<file path="src/thermal_cfg.svh">
// Register offsets, field positions and reset values of the config bank
`ifndef THERMAL_CFG_SVH
`define THERMAL_CFG_SVH

`define ADDR_LOCAL_OFFSET 8'h71
`define ADDR_REMOTE_TWO_OFFSET 8'h72
`define ADDR_CONFIG_TWO 8'h73
`define ADDR_ALERT_MASK_ONE 8'h74

`define RST_LOCAL_OFFSET 8'h00
`define RST_REMOTE_TWO_OFFSET 8'h00
`define RST_CONFIG_TWO 8'h00
`define RST_ALERT_MASK_ONE 8'h00
`define RDATA_UNMAPPED 8'h00

`define CONFIG_TWO_WRITABLE 8'hF1
`define ALERT_MASK_ONE_WRITABLE 8'hF6

`define C2_PRESENCE_EN 0
`define C2_FLAG_LO 1
`define C2_FLAG_HI 3
`define C2_AVG_OFF 4
`define C2_CORE_SUPPLY_ATTENUATOR_BYPASS_BYPASS 5
`define C2_SINGLE 6
`define C2_HALT 7

`define M1_CORE 1
`define M1_MAIN 2
`define M1_REMOTE_ONE 4
`define M1_LOCAL 5
`define M1_REMOTE_TWO 6
`define M1_STATUS_TWO_OVERRIDE 7

`define SEL_CORE 3'h1
`define SEL_MAIN 3'h2
`define SEL_REMOTE_ONE 3'h5
`define SEL_LOCAL 3'h6
`define SEL_REMOTE_TWO 3'h7

`endif

</file>
<file path="src/thermal_pkg.sv">
// State types of the thermal config bank
package thermal_pkg;

	typedef struct packed {
		logic [7:0] local_offset;
		logic [7:0] remote_two_offset;
		logic [7:0] config_two;
		logic [7:0] alert_mask;
		logic [2:0] fan_meta;
		logic [2:0] fan_sync;
		logic [7:0] rdata;
		logic rvalid;
		logic alert_n;
		logic [3:0] fan_drive;
		logic [2:0] sel;
		logic sel_valid;
	} bank_state_t;

endpackage

</file>
<file path="src/offset_adder.sv">
// Signed half-degree offset applied to one temperature reading
`timescale 1ns/100ps
`default_nettype none

module offset_adder #(
	parameter int WIDTH = 10
) (
	// Clock and reset
	input wire logic clk,
	input wire logic reset,
	// Reading and offset
	input wire logic [WIDTH-1:0] raw,
	input wire logic [7:0] offset,
	// Corrected reading
	output logic [WIDTH-1:0] result
);

	typedef struct packed {
		logic [WIDTH-1:0] result;
	} adder_state_t;

	adder_state_t state_r;
	adder_state_t state_nxt;
	logic signed [WIDTH+2:0] sum;

	// Reading LSB is a quarter degree, so one offset step is two LSBs
	always_comb begin
		sum = $signed({3'h0, raw}) +
			$signed({{(WIDTH-6){offset[7]}}, offset, 1'b0});
		state_nxt = state_r;
		if (sum[WIDTH+2]) begin
			state_nxt.result = '0;
		end else if (sum[WIDTH+1:WIDTH] != 2'h0) begin
			state_nxt.result = '1;
		end else begin
			state_nxt.result = sum[WIDTH-1:0];
		end
	end

	always_ff @(posedge clk or posedge reset) begin
		if (reset) begin
			state_r <= '0;
		end else begin
			state_r <= state_nxt;
		end
	end

	assign result = state_r.result;
endmodule
`default_nettype wire

</file>
<file path="src/thermal_config_bank.sv">
// Offset, configuration-2 and alert-mask register bank with its effects
`timescale 1ns/100ps
`default_nettype none
`include "thermal_cfg.svh"

module thermal_config_bank #(
	parameter int TEMP_WIDTH = 10
) (
	// Clock and reset
	input wire logic CLK,
	input wire logic RESET,
	// Register port from the management-bus front end
	input wire logic [7:0] REG_ADDR,
	input wire logic [7:0] REG_WDATA,
	input wire logic REG_WR,
	input wire logic REG_RD,
	output logic [7:0] REG_RDATA,
	output logic REG_RVALID,
	// Lock bit of configuration register 1
	input wire logic CFG1_LOCK,
	// Four-wire fan sense, asynchronous
	input wire logic [2:0] FAN_FOUR_WIRE,
	// Temperature path
	input wire logic [TEMP_WIDTH-1:0] LOCAL_TEMP_RAW,
	input wire logic [TEMP_WIDTH-1:0] REMOTE_TWO_TEMP_RAW,
	output logic [TEMP_WIDTH-1:0] LOCAL_TEMP,
	output logic [TEMP_WIDTH-1:0] REMOTE_TWO_TEMP,
	// Conversion control
	input wire logic [2:0] TACHOMETER_ONE_SEL,
	output logic AVERAGING_DISABLE,
	output logic CORE_SUPPLY_ATTENUATOR_BYPASS,
	output logic SINGLE_CHANNEL_MODE,
	output logic [2:0] SINGLE_CHANNEL_SEL,
	output logic SINGLE_CHANNEL_SEL_VALID,
	// Fan drive
	input wire logic [3:0] FAN_DRIVE_IN,
	input wire logic PWM_POLARITY_FLIP,
	output logic LOW_POWER_HALT,
	output logic [3:0] FAN_DRIVE,
	// Alert sources
	input wire logic [6:0] LIMIT_FLAGS,
	input wire logic [7:0] STATUS_TWO_FLAGS,
	input wire logic [7:0] ALERT_MASK_TWO,
	output logic SMBALERT_N
);

	thermal_pkg::bank_state_t state_r;
	thermal_pkg::bank_state_t state_nxt;
	logic limit_alert;
	logic status_two_alert;
	logic [7:0] config_view;

	// Only the five documented channel codes are valid
	function automatic logic code_valid(input logic [2:0] code);
		code_valid = (code == `SEL_CORE) || (code == `SEL_MAIN) ||
			(code == `SEL_REMOTE_ONE) || (code == `SEL_LOCAL) ||
			(code == `SEL_REMOTE_TWO);
	endfunction

	// Presence flags read zero unless detection is enabled
	always_comb begin
		config_view = state_r.config_two;
		if (state_r.config_two[`C2_PRESENCE_EN]) begin
			config_view[`C2_FLAG_HI:`C2_FLAG_LO] = state_r.fan_sync;
		end else begin
			config_view[`C2_FLAG_HI:`C2_FLAG_LO] = 3'h0;
		end
	end

	// Mask bits 0 and 3 are not stored, so those flags always alert
	always_comb begin
		limit_alert = |(LIMIT_FLAGS & ~state_r.alert_mask[6:0]);
		if (state_r.alert_mask[`M1_STATUS_TWO_OVERRIDE]) begin
			status_two_alert = |(STATUS_TWO_FLAGS & ~ALERT_MASK_TWO);
		end else begin
			status_two_alert = |STATUS_TWO_FLAGS;
		end
	end

	always_comb begin
		state_nxt = state_r;
		state_nxt.rvalid = 1'b0;
		state_nxt.fan_meta = FAN_FOUR_WIRE;
		state_nxt.fan_sync = state_r.fan_meta;

		// Locked registers keep their value until the next power-up
		if (REG_WR && !CFG1_LOCK) begin
			if (REG_ADDR == `ADDR_LOCAL_OFFSET) begin
				state_nxt.local_offset = REG_WDATA;
			end else if (REG_ADDR == `ADDR_REMOTE_TWO_OFFSET) begin
				state_nxt.remote_two_offset = REG_WDATA;
			end else if (REG_ADDR == `ADDR_CONFIG_TWO) begin
				state_nxt.config_two = REG_WDATA & `CONFIG_TWO_WRITABLE;
			end else if (REG_ADDR == `ADDR_ALERT_MASK_ONE) begin
				state_nxt.alert_mask = REG_WDATA & `ALERT_MASK_ONE_WRITABLE;
			end
		end

		// A read in the write cycle returns the old contents
		if (REG_RD) begin
			state_nxt.rvalid = 1'b1;
			if (REG_ADDR == `ADDR_LOCAL_OFFSET) begin
				state_nxt.rdata = state_r.local_offset;
			end else if (REG_ADDR == `ADDR_REMOTE_TWO_OFFSET) begin
				state_nxt.rdata = state_r.remote_two_offset;
			end else if (REG_ADDR == `ADDR_CONFIG_TWO) begin
				state_nxt.rdata = config_view;
			end else if (REG_ADDR == `ADDR_ALERT_MASK_ONE) begin
				state_nxt.rdata = state_r.alert_mask;
			end else begin
				state_nxt.rdata = `RDATA_UNMAPPED;
			end
		end

		state_nxt.alert_n = !(limit_alert || status_two_alert);

		if (state_r.config_two[`C2_HALT]) begin
			state_nxt.fan_drive = {4{PWM_POLARITY_FLIP}};
		end else begin
			state_nxt.fan_drive = FAN_DRIVE_IN;
		end

		// Reserved codes leave the converter without a target
		state_nxt.sel = TACHOMETER_ONE_SEL;
		state_nxt.sel_valid = state_r.config_two[`C2_SINGLE] &&
			code_valid(TACHOMETER_ONE_SEL);
	end

	always_ff @(posedge CLK or posedge RESET) begin
		if (RESET) begin
			state_r <= '0;
			state_r.local_offset <= `RST_LOCAL_OFFSET;
			state_r.remote_two_offset <= `RST_REMOTE_TWO_OFFSET;
			state_r.config_two <= `RST_CONFIG_TWO;
			state_r.alert_mask <= `RST_ALERT_MASK_ONE;
			state_r.alert_n <= 1'b1;
		end else begin
			state_r <= state_nxt;
		end
	end

	offset_adder #(
		.WIDTH(TEMP_WIDTH)
	) local_adder (
		.clk(CLK),
		.reset(RESET),
		.raw(LOCAL_TEMP_RAW),
		.offset(state_r.local_offset),
		.result(LOCAL_TEMP)
	);

	offset_adder #(
		.WIDTH(TEMP_WIDTH)
	) remote_two_adder (
		.clk(CLK),
		.reset(RESET),
		.raw(REMOTE_TWO_TEMP_RAW),
		.offset(state_r.remote_two_offset),
		.result(REMOTE_TWO_TEMP)
	);

	assign REG_RDATA = state_r.rdata;
	assign REG_RVALID = state_r.rvalid;
	assign AVERAGING_DISABLE = state_r.config_two[`C2_AVG_OFF];
	assign CORE_SUPPLY_ATTENUATOR_BYPASS =
		state_r.config_two[`C2_CORE_SUPPLY_ATTENUATOR_BYPASS_BYPASS];
	assign SINGLE_CHANNEL_MODE = state_r.config_two[`C2_SINGLE];
	assign SINGLE_CHANNEL_SEL = state_r.sel;
	assign SINGLE_CHANNEL_SEL_VALID = state_r.sel_valid;
	assign LOW_POWER_HALT = state_r.config_two[`C2_HALT];
	assign FAN_DRIVE = state_r.fan_drive;
	assign SMBALERT_N = state_r.alert_n;
endmodule
`default_nettype wire

</file>
<file path="config.mk">
export PLATFORM = sky130hd
export DESIGN_NAME = thermal_config_bank
export DESIGN_NICKNAME = d
export VERILOG_FILES = /design/src/thermal_pkg.sv /design/src/offset_adder.sv /design/src/thermal_config_bank.sv
export VERILOG_INCLUDE_DIRS = /design/src /design/src/src
export SDC_FILE = /design/constraint.sdc
export NUM_CORES = 1
export LEC_CHECK = 0
export ABC_CLOCK_PERIOD_IN_PS = 5200
export BUFFER_PORTS_ARGS = -buffer_cell sky130_fd_sc_hd__buf_2
export CORE_UTILIZATION = 55
export DETAILED_ROUTE_END_ITERATION = 7
export PLACE_DENSITY = 0.84
export RECOVER_POWER = 50
export SYNTH_ARGS = -nofsm -noshare
export SYNTH_HDL_FRONTEND = slang
export SYNTH_SLANG_ARGS = --single-unit
</file>
<file path="constraint.sdc">
create_clock -name CLK -period 5.2 [get_ports CLK]
set_clock_uncertainty 0.05 [all_clocks]
set_input_delay 0.78 -clock CLK [delete_from_list [all_inputs] [get_ports CLK]]
set_output_delay 0.78 -clock CLK [all_outputs]
set_load 0.005 [all_outputs]
</file>
==> impl_metrics.csv, run 1 <==
group,metric,value,unit
run_status,status,"finished, final reports clean",
die,row_count,30,
power_and_ir_drop,peakVddDrop,0.1619,mV
setup_path,r2r_cells,9,
setup_path,path_buf_inv,2,
finish,drive_above_1_share,34.41,%
clock_tree,ctsHoldBuffers,0,
setup_path,slowest_delay,0.41,ns
clock_tree,clkLatencyLatePin,0.36,ns
setup_path,critPathCaptureType,"flip-flop",
power_and_ir_drop,power_frac_clock,43.7,%
sta,setup_viol,0,
die,die_w,86.87,um
route,drt-pass1-iter-count,4,
flow_run,maxCapViolations,0,
logic_synthesis,yosys_warnings,0,
clock_tree,path_clk_slew,0.07,ns
finish,area_delta_synth_final,20.53,%
clock_tree,cts_buffers,9,
place,dp_cells,577,
global_route,overflow,0,
global_route,grt_pass1_wl,14940,um
finish,n_antenna_cell,0,
clock_tree,cts.htree.levels,3,
sta,slew_violations,0,
power_and_ir_drop,p_sw_share,23.85,%
global_route,grt_max_degree,72,
logic_synthesis,yosysSeqAreaShare,44.88,%
logic_synthesis,async_flop_share,100.0,%
sta,grt_setup_unrepaired,"no",
logic_synthesis,synth_area_leaders,"dfrtp_1 (44%), mux2_2 (8.0%), ha_1 (6.6%)",
setup_path,crit_top_cell,"a21oi_1",
logic_synthesis,syn_nets,486,
route,ant_nets,0,
sta,fin_tns_setup,0,ns
setup_path,cp_cell_sequence,"buf_2, ha_1, inv_1, fa_1, nand2b_1, a21oi_1, o211ai_1, a31o_2, mux2i_1, a21oi_1",
route,wirelength,9173,um
route,drc,0,
route,first_iter_violations,205,
sta,tightest_slew,0.8778,ns
sta,post-route-period-util,50.89,%
clock_tree,cts_resized,0,
logic_synthesis,syn_area_per_cell,10.21,um^2
sta,fmax,0.3779,GHz
sta,finalHoldViolCount,0,
logic_synthesis,synth-main-ff-cell,"dfrtp_1",
logic_synthesis,synth-seq-cells,71,
setup_path,critical_path.max_fanout,5,
setup_path,critPathSlowestCell,"fa_1",
clock_tree,clkSinkCount,71,
setup_path,cp.required,5.38,ns
clock_tree,cts_tree,"yes",
place,routabilityCongestion,0.8711,
hold_path,min_path_type,"reg -> reg",
power_and_ir_drop,p_int,0.001004,W
power_and_ir_drop,pwr-share-seq,44.4,%
die,dieArea,7546,um^2
setup_path,worst_ep_arrival_time,2.82,ns
logic_synthesis,synth_largest_area_cell,"dfrtp_1",
power_and_ir_drop,p_sw,0.0003145,W
hold_path,hold_depth,0,
die,pin_count,117,
route,vias_per_cell,5.442,
clock_tree,clock_tree.buffer_depth,2,
place,dp.final_hpwl,6803,um
setup_path,criticalPathCategory,"in -> reg",
logic_synthesis,synth_top_area_share,44.22,%
die,die_y,86.87,um
logic_synthesis,syn_inst,388,
place,io_buffers,116,
setup_path,path_depth,10,
global_route,antenna_found_initial,0,
power_and_ir_drop,p_leak,2.459,nW
logic_synthesis,netlist-cell-type-count,50,
finish,fin_cells,593,
logic_synthesis,mappedNetlistArea,3961,um^2
power_and_ir_drop,p_per_area,276.2,nW/um^2
logic_synthesis,synth_edf_count,0,
clock_tree,postCtsSetupBuffers,0,
setup_path,crit_path_start_kind,"primary input",
sta,period_needed,2.646,ns
sta,slew_headroom,41.48,%
global_route,grtUsageTotal,26.18,%
route,vias,3227,
setup_path,path_delay_family,"compound AO/OA/AOI/OAI gates",
global_route,grt_pass1_vias,3184,
power_and_ir_drop,comb_power_share,11.9,%
clock_tree,clockRootBuffer,"clkbuf_8",
route,routedWlPerCell,15.47,um
finish,nets,590,
die,start_util,57.67,%
die,coreArea,6869,um^2
[power by group through the flow]
stage | registers (W) | clock network, W | logic, W
floorplan | 0.000595 | 0 | 0.0000914
global placement | 0.000595 | 0 | 0.000151
detailed placement | 0.000596 | 0 | 0.000157
CTS | 0.000585 | 0.000576 | 0.000158
global route | 0.000588 | 0.000601 | 0.000176
finish | 0.000585 | 0.000576 | 0.000157
[cells in the final DEF, fill, tap and decap left out, types with 3 or more instances in the layout]
| master | count |
|---|---|
| nand3b_1 | 3 |
| o21a_1 | 3 |
| nand3_1 | 8 |
| nand2b_1 | 4 |
| a22oi_1 | 7 |
| a21oi_1 | 35 |
| nor2_1 | 19 |
| a21o_1 | 6 |
| nor3_1 | 5 |
| o211ai_1 | 9 |
| inv_1 | 42 |
| nand2_1 | 10 |
| mux2_2 | 28 |
| nor2b_1 | 7 |
| dfrtp_1 | 70 |
| ha_1 | 21 |
| o22ai_1 | 15 |
| xor2_1 | 10 |
| buf_2 | 113 |
| o21ai_0 | 16 |
| clkbuf_8 | 12 |
| xnor2_1 | 6 |
| clkbuf_1 | 3 |
| bufinv_16 | 3 |
| nand4_1 | 4 |
[cells in the mapped netlist (7+ instances only)]
cell	instances
o211ai_1	9
xor2_1	10
nor2_1	19
o21ai_0	16
nor2b_1	7
buf_4	16
inv_1	42
ha_1	21
nand2_1	10
o22ai_1	15
a22oi_1	7
dfrtp_1	70
a21oi_1	35
nand3_1	8
mux2_2	28
[state kept, by name (all words and copies together) (netlist names)]
name                           flops
state_r                           25
remote_two_adder.result           10
SINGLE_CHANNEL_SEL_VALID           1
SINGLE_CHANNEL_SEL                 3
REG_RVALID                         1
AVERAGING_DISABLE                  1
FAN_DRIVE                          4
SMBALERT_N                         1
CORE_SUPPLY_ATTENUATOR_BYPASS      1
config_view                        1
REG_RDATA                          8
local_adder.result                10
state_nxt                          3
LOW_POWER_HALT                     1
SINGLE_CHANNEL_MODE                1
[stage by stage]
step                power (W)  utilization (%)  instance area, um^2  setup slack [ns]  hold slack [ns]
floorplan           0.0006867                -                 3961             2.567           0.2812
global placement    0.0007465            65.72                 4514             2.331           0.2835
detailed placement  0.0007524            65.72                 4514             2.179           0.2847
CTS                  0.001319            69.56                 4778             2.541           0.3005
global route         0.001365            69.51                 4775             2.397           0.3106
finish               0.001319            69.51                 4775             2.554           0.2980
[worst reg2reg max path, cell delays in order (launching register included)]
cell and delay, ns:
dfrtp_1 0.39, ha_1 0.18, inv_1 0.06, fa_1 0.41
nand2b_1 0.18, a21oi_1 0.23, o211ai_1 0.17, a31o_2 0.30
mux2i_1 0.34, a21oi_1 0.13
[final timing paths]
path / slack (ns) / end / from
max in group asynchronous: 3.89 / state_nxt[18] / RESET
min in group asynchronous: 0.62 / FAN_DRIVE[1] / RESET
hold reg to reg: 0.30 / state_r[18] / state_nxt[18]
setup reg to reg: 2.64 / remote_two_adder.result[1] / state_r[40]
hold / removal: 0.30 / state_r[18] / state_nxt[18]
setup / recovery: 2.55 / remote_two_adder.result[1] / REMOTE_TWO_TEMP_RAW[1]
[logic make-up (layout without fill, tap and decap cells)]
family                   count (synthesis)  in the layout  share of synthesized area (%)
AO/OA/AOI/OAI                          109            109                          17.75
XOR/XNOR                                17             17                          3.948
adder cells (fa/ha/maj)                 23             23                          7.644
buffers and inverters                   66            175                          7.896
flip-flops                              71             71                          44.88
multiplexers                            29             29                          8.212
AND/OR/NAND/NOR                         73             73                          9.665
[cell type report]
type,count,area [um^2]
Multi-Input combinational cell,251,1871
Fill cell,539,2095
Tap cell,96,120.1
Inverter,42,157.7
Clock buffer,12,165.2
Sequential cell,71,1778
Timing Repair Buffer,117,584.3
Clock inverter,4,98.84
[metal layers]
layer | GRT usage [%] | part of all wire [%] | vias to the layer above
met1 | 34.22 | 44 | 1515
met5 | 0 | 0 | -
met3 | 5.308 | 6.2 | 20
met2 | 42.30 | 48 | 121
met4 | 11.36 | 2.2 | 0
li1 | - | - | 1571
(Power assumes the default switching activity.)
==> run 2, diff against run 1 <==
--- a/config.mk
+++ b/config.mk
@@ -6,11 +6,11 @@
 export SDC_FILE = /design/constraint.sdc
 export NUM_CORES = 1
 export LEC_CHECK = 0
-export ABC_CLOCK_PERIOD_IN_PS = 5200
+export ABC_CLOCK_PERIOD_IN_PS = 2150
 export BUFFER_PORTS_ARGS = -buffer_cell sky130_fd_sc_hd__buf_2
-export CORE_UTILIZATION = 55
+export CORE_UTILIZATION = 47
 export DETAILED_ROUTE_END_ITERATION = 7
-export PLACE_DENSITY = 0.84
+export PLACE_DENSITY = 0.77
 export RECOVER_POWER = 50
 export SYNTH_ARGS = -nofsm -noshare
 export SYNTH_HDL_FRONTEND = slang
==> constraint.sdc (replaced) <==
create_clock -name CLK -period 2.15 [get_ports CLK]
set_clock_uncertainty 0.05 [all_clocks]
set_input_delay 0.3225 -clock CLK [delete_from_list [all_inputs] [get_ports CLK]]
set_output_delay 0.3225 -clock CLK [all_outputs]
set_load 0.005 [all_outputs]
==> impl_metrics.csv, run 2 (same netlist as run 1, synthesis figures left out) <==
group,metric,value,unit
route,ant_nets,0,
finish,final_common_cell,"buf_2",
setup_path,worst_ep_arrival_time,2.34,ns
finish,layout_common_cells,"buf_2 (112), dfrtp_1 (70), inv_1 (39)",
die,pin_count,117,
setup_path,reg2reg_from,"state_r[40]",
setup_path,cp.required,2.32,ns
die,die_y,93.81,um
setup_path,ff2ff_setup_slack,-0.02,ns
clock_tree,clkSinkCount,71,
setup_path,r2r_cells,9,
run_status,violations,"negative setup slack",
clock_tree,clock_tree.buffer_depth,2,
finish,drive_above_1_share,42.08,%
sta,fin_hold_ws,0.03022,ns
sta,setup_viol,3,
route,drt-pass1-iter-count,4,
sta,finalHoldViolCount,0,
flow_run,maxCapViolations,0,
route,vias,3318,
sta,tightest_slew,1.199,ns
route,drc,0,
die,dieArea,8799,um^2
finish,area_delta_synth_final,27.86,%
setup_path,criticalPathCategory,"reg -> reg",
hold_path,hp-start,"FAN_FOUR_WIRE[1]",
setup_path,crit_path_start_kind,"flip-flop",
die,die_w,93.81,um
finish,seq_area,1778,um^2
power_and_ir_drop,p_per_area,540.8,nW/um^2
clock_tree,cts_tree,"yes",
finish,multi_input_area,2011,um^2
sta,slew_violations,0,
hold_path,holdPathEnd,"state_nxt[19]",
sta,grt_setup_unrepaired,"yes",
place,routabilityCongestion,0.8957,
clock_tree,clockRootBuffer,"clkbuf_8",
global_route,grtUsageTotal,23.16,%
die,row_count,33,
sta,fmax,0.4610,GHz
clock_tree,cts.htree.levels,3,
route,first_iter_violations,156,
global_route,grt_pass1_wl,15410,um
global_route,overflow,0,
place,io_buffers,116,
finish,nets,623,
clock_tree,path_clk_slew,0.08,ns
finish,fin_cells,636,
global_route,grt_pass1_vias,3314,
route,routedWlPerCell,15.20,um
die,coreArea,8175,um^2
finish,max_flop_register,"state_r",
setup_path,reg2reg_to,"remote_two_adder.result[4]",
sta,slew_headroom,20.07,%
route,wirelength,9668,um
place,dpl_cell_area,4758,um^2
sta,setup_ws,-0.01900,ns
hold_path,hold_depth,1,
die,start_util,48.45,%
run_status,status,"finished with violations",
clock_tree,cts_buffers,9,
power_and_ir_drop,peakVddDrop,0.2869,mV
sta,fin_tns_setup,-0.03202,ns
finish,largest_reg_flops,25,
place,dp_cells,612,
global_route,grt_max_degree,49,
global_route,antenna_found_initial,2,
sta,period_needed,2.169,ns
clock_tree,clkLatencyLatePin,0.35,ns
setup_path,critical_path.max_fanout,5,
power_and_ir_drop,p_leak,2.575,nW
finish,fin_area,5065,um^2
setup_path,critPathCaptureType,"flip-flop",
place,dp.final_hpwl,7607,um
hold_path,min_path_type,"in -> reg",
sta,post-route-period-util,100.9,%
route,vias_per_cell,5.217,
finish,fillerInstances,693,
run 2: layout make-up:
type,count,area share [%]
Clock inverter,3,0.2964
Multi-Input combinational cell,251,39.70
Timing Repair Buffer,150,16.33
Tap cell,105,2.594
Clock buffer,13,2.742
Inverter,42,3.187
Sequential cell,71,35.10
Antenna cell,1,0.04941
run 2: what timing repair did:
| action | in CTS | in global routing |
|---|---|---|
| hold buffers | 1 | 0 |
| gates resized for setup | 10 | 16 |
| setup buffers | 2 | 4 |
| pin swaps | 9 | 5 |
| setup endpoints to repair | 11 | 19 |
| hold endpoints to repair | 30 | 0 |
run 2: worst max-delay path by stage:
stage | start | end | slack [ns]
2_1_floorplan | state_r[40] | remote_two_adder.result[0] | 0.003
3_3_place_gp | REMOTE_TWO_TEMP_RAW[1] | remote_two_adder.result[7] | -0.18
3_5_place_dp | REMOTE_TWO_TEMP_RAW[1] | remote_two_adder.result[0] | -0.28
4_1_cts | state_r[40] | remote_two_adder.result[4] | -0.004
5_1_grt | state_r[40] | remote_two_adder.result[7] | -0.13
6_report | state_r[40] | remote_two_adder.result[4] | -0.02
run 2: metal layers:
metal / wire length (um) / global-route usage [%]
met1: 3879 / 27.47
met2: 4981 / 39.60
met3: 602 / 5.906
met5: 13 / 0
met4: 189 / 9.872
run 2: stage by stage:
step                      util (%)  worst slack [ns]  power, W
final                        61.95          -0.01900  0.002739
after global routing         61.92           -0.1338  0.002880
after CTS                    60.84         -0.004051  0.002751
after detailed placement     58.20           -0.2765  0.001848
after global placement       58.20           -0.1836  0.001834
after floorplan                  -          0.002759  0.001663
run 2: critical path: stages, from the launching register on:
cell	delay, ns
dfrtp_1	0.36
ha_2	0.19
inv_2	0.05
fa_2	0.34
nand2b_4	0.16
a21oi_4	0.16
o211ai_1	0.13
a31o_2	0.27
mux2i_4	0.23
a21oi_1	0.11
run 2: report_power, final:
| part | switching (W) | internal (W) |
|---|---|---|
| clock | 0.000480 | 0.000415 |
| combinational | 0.000230 | 0.000201 |
| sequential | 0.0000230 | 0.00139 |
| total | 0.000733 | 0.00201 |
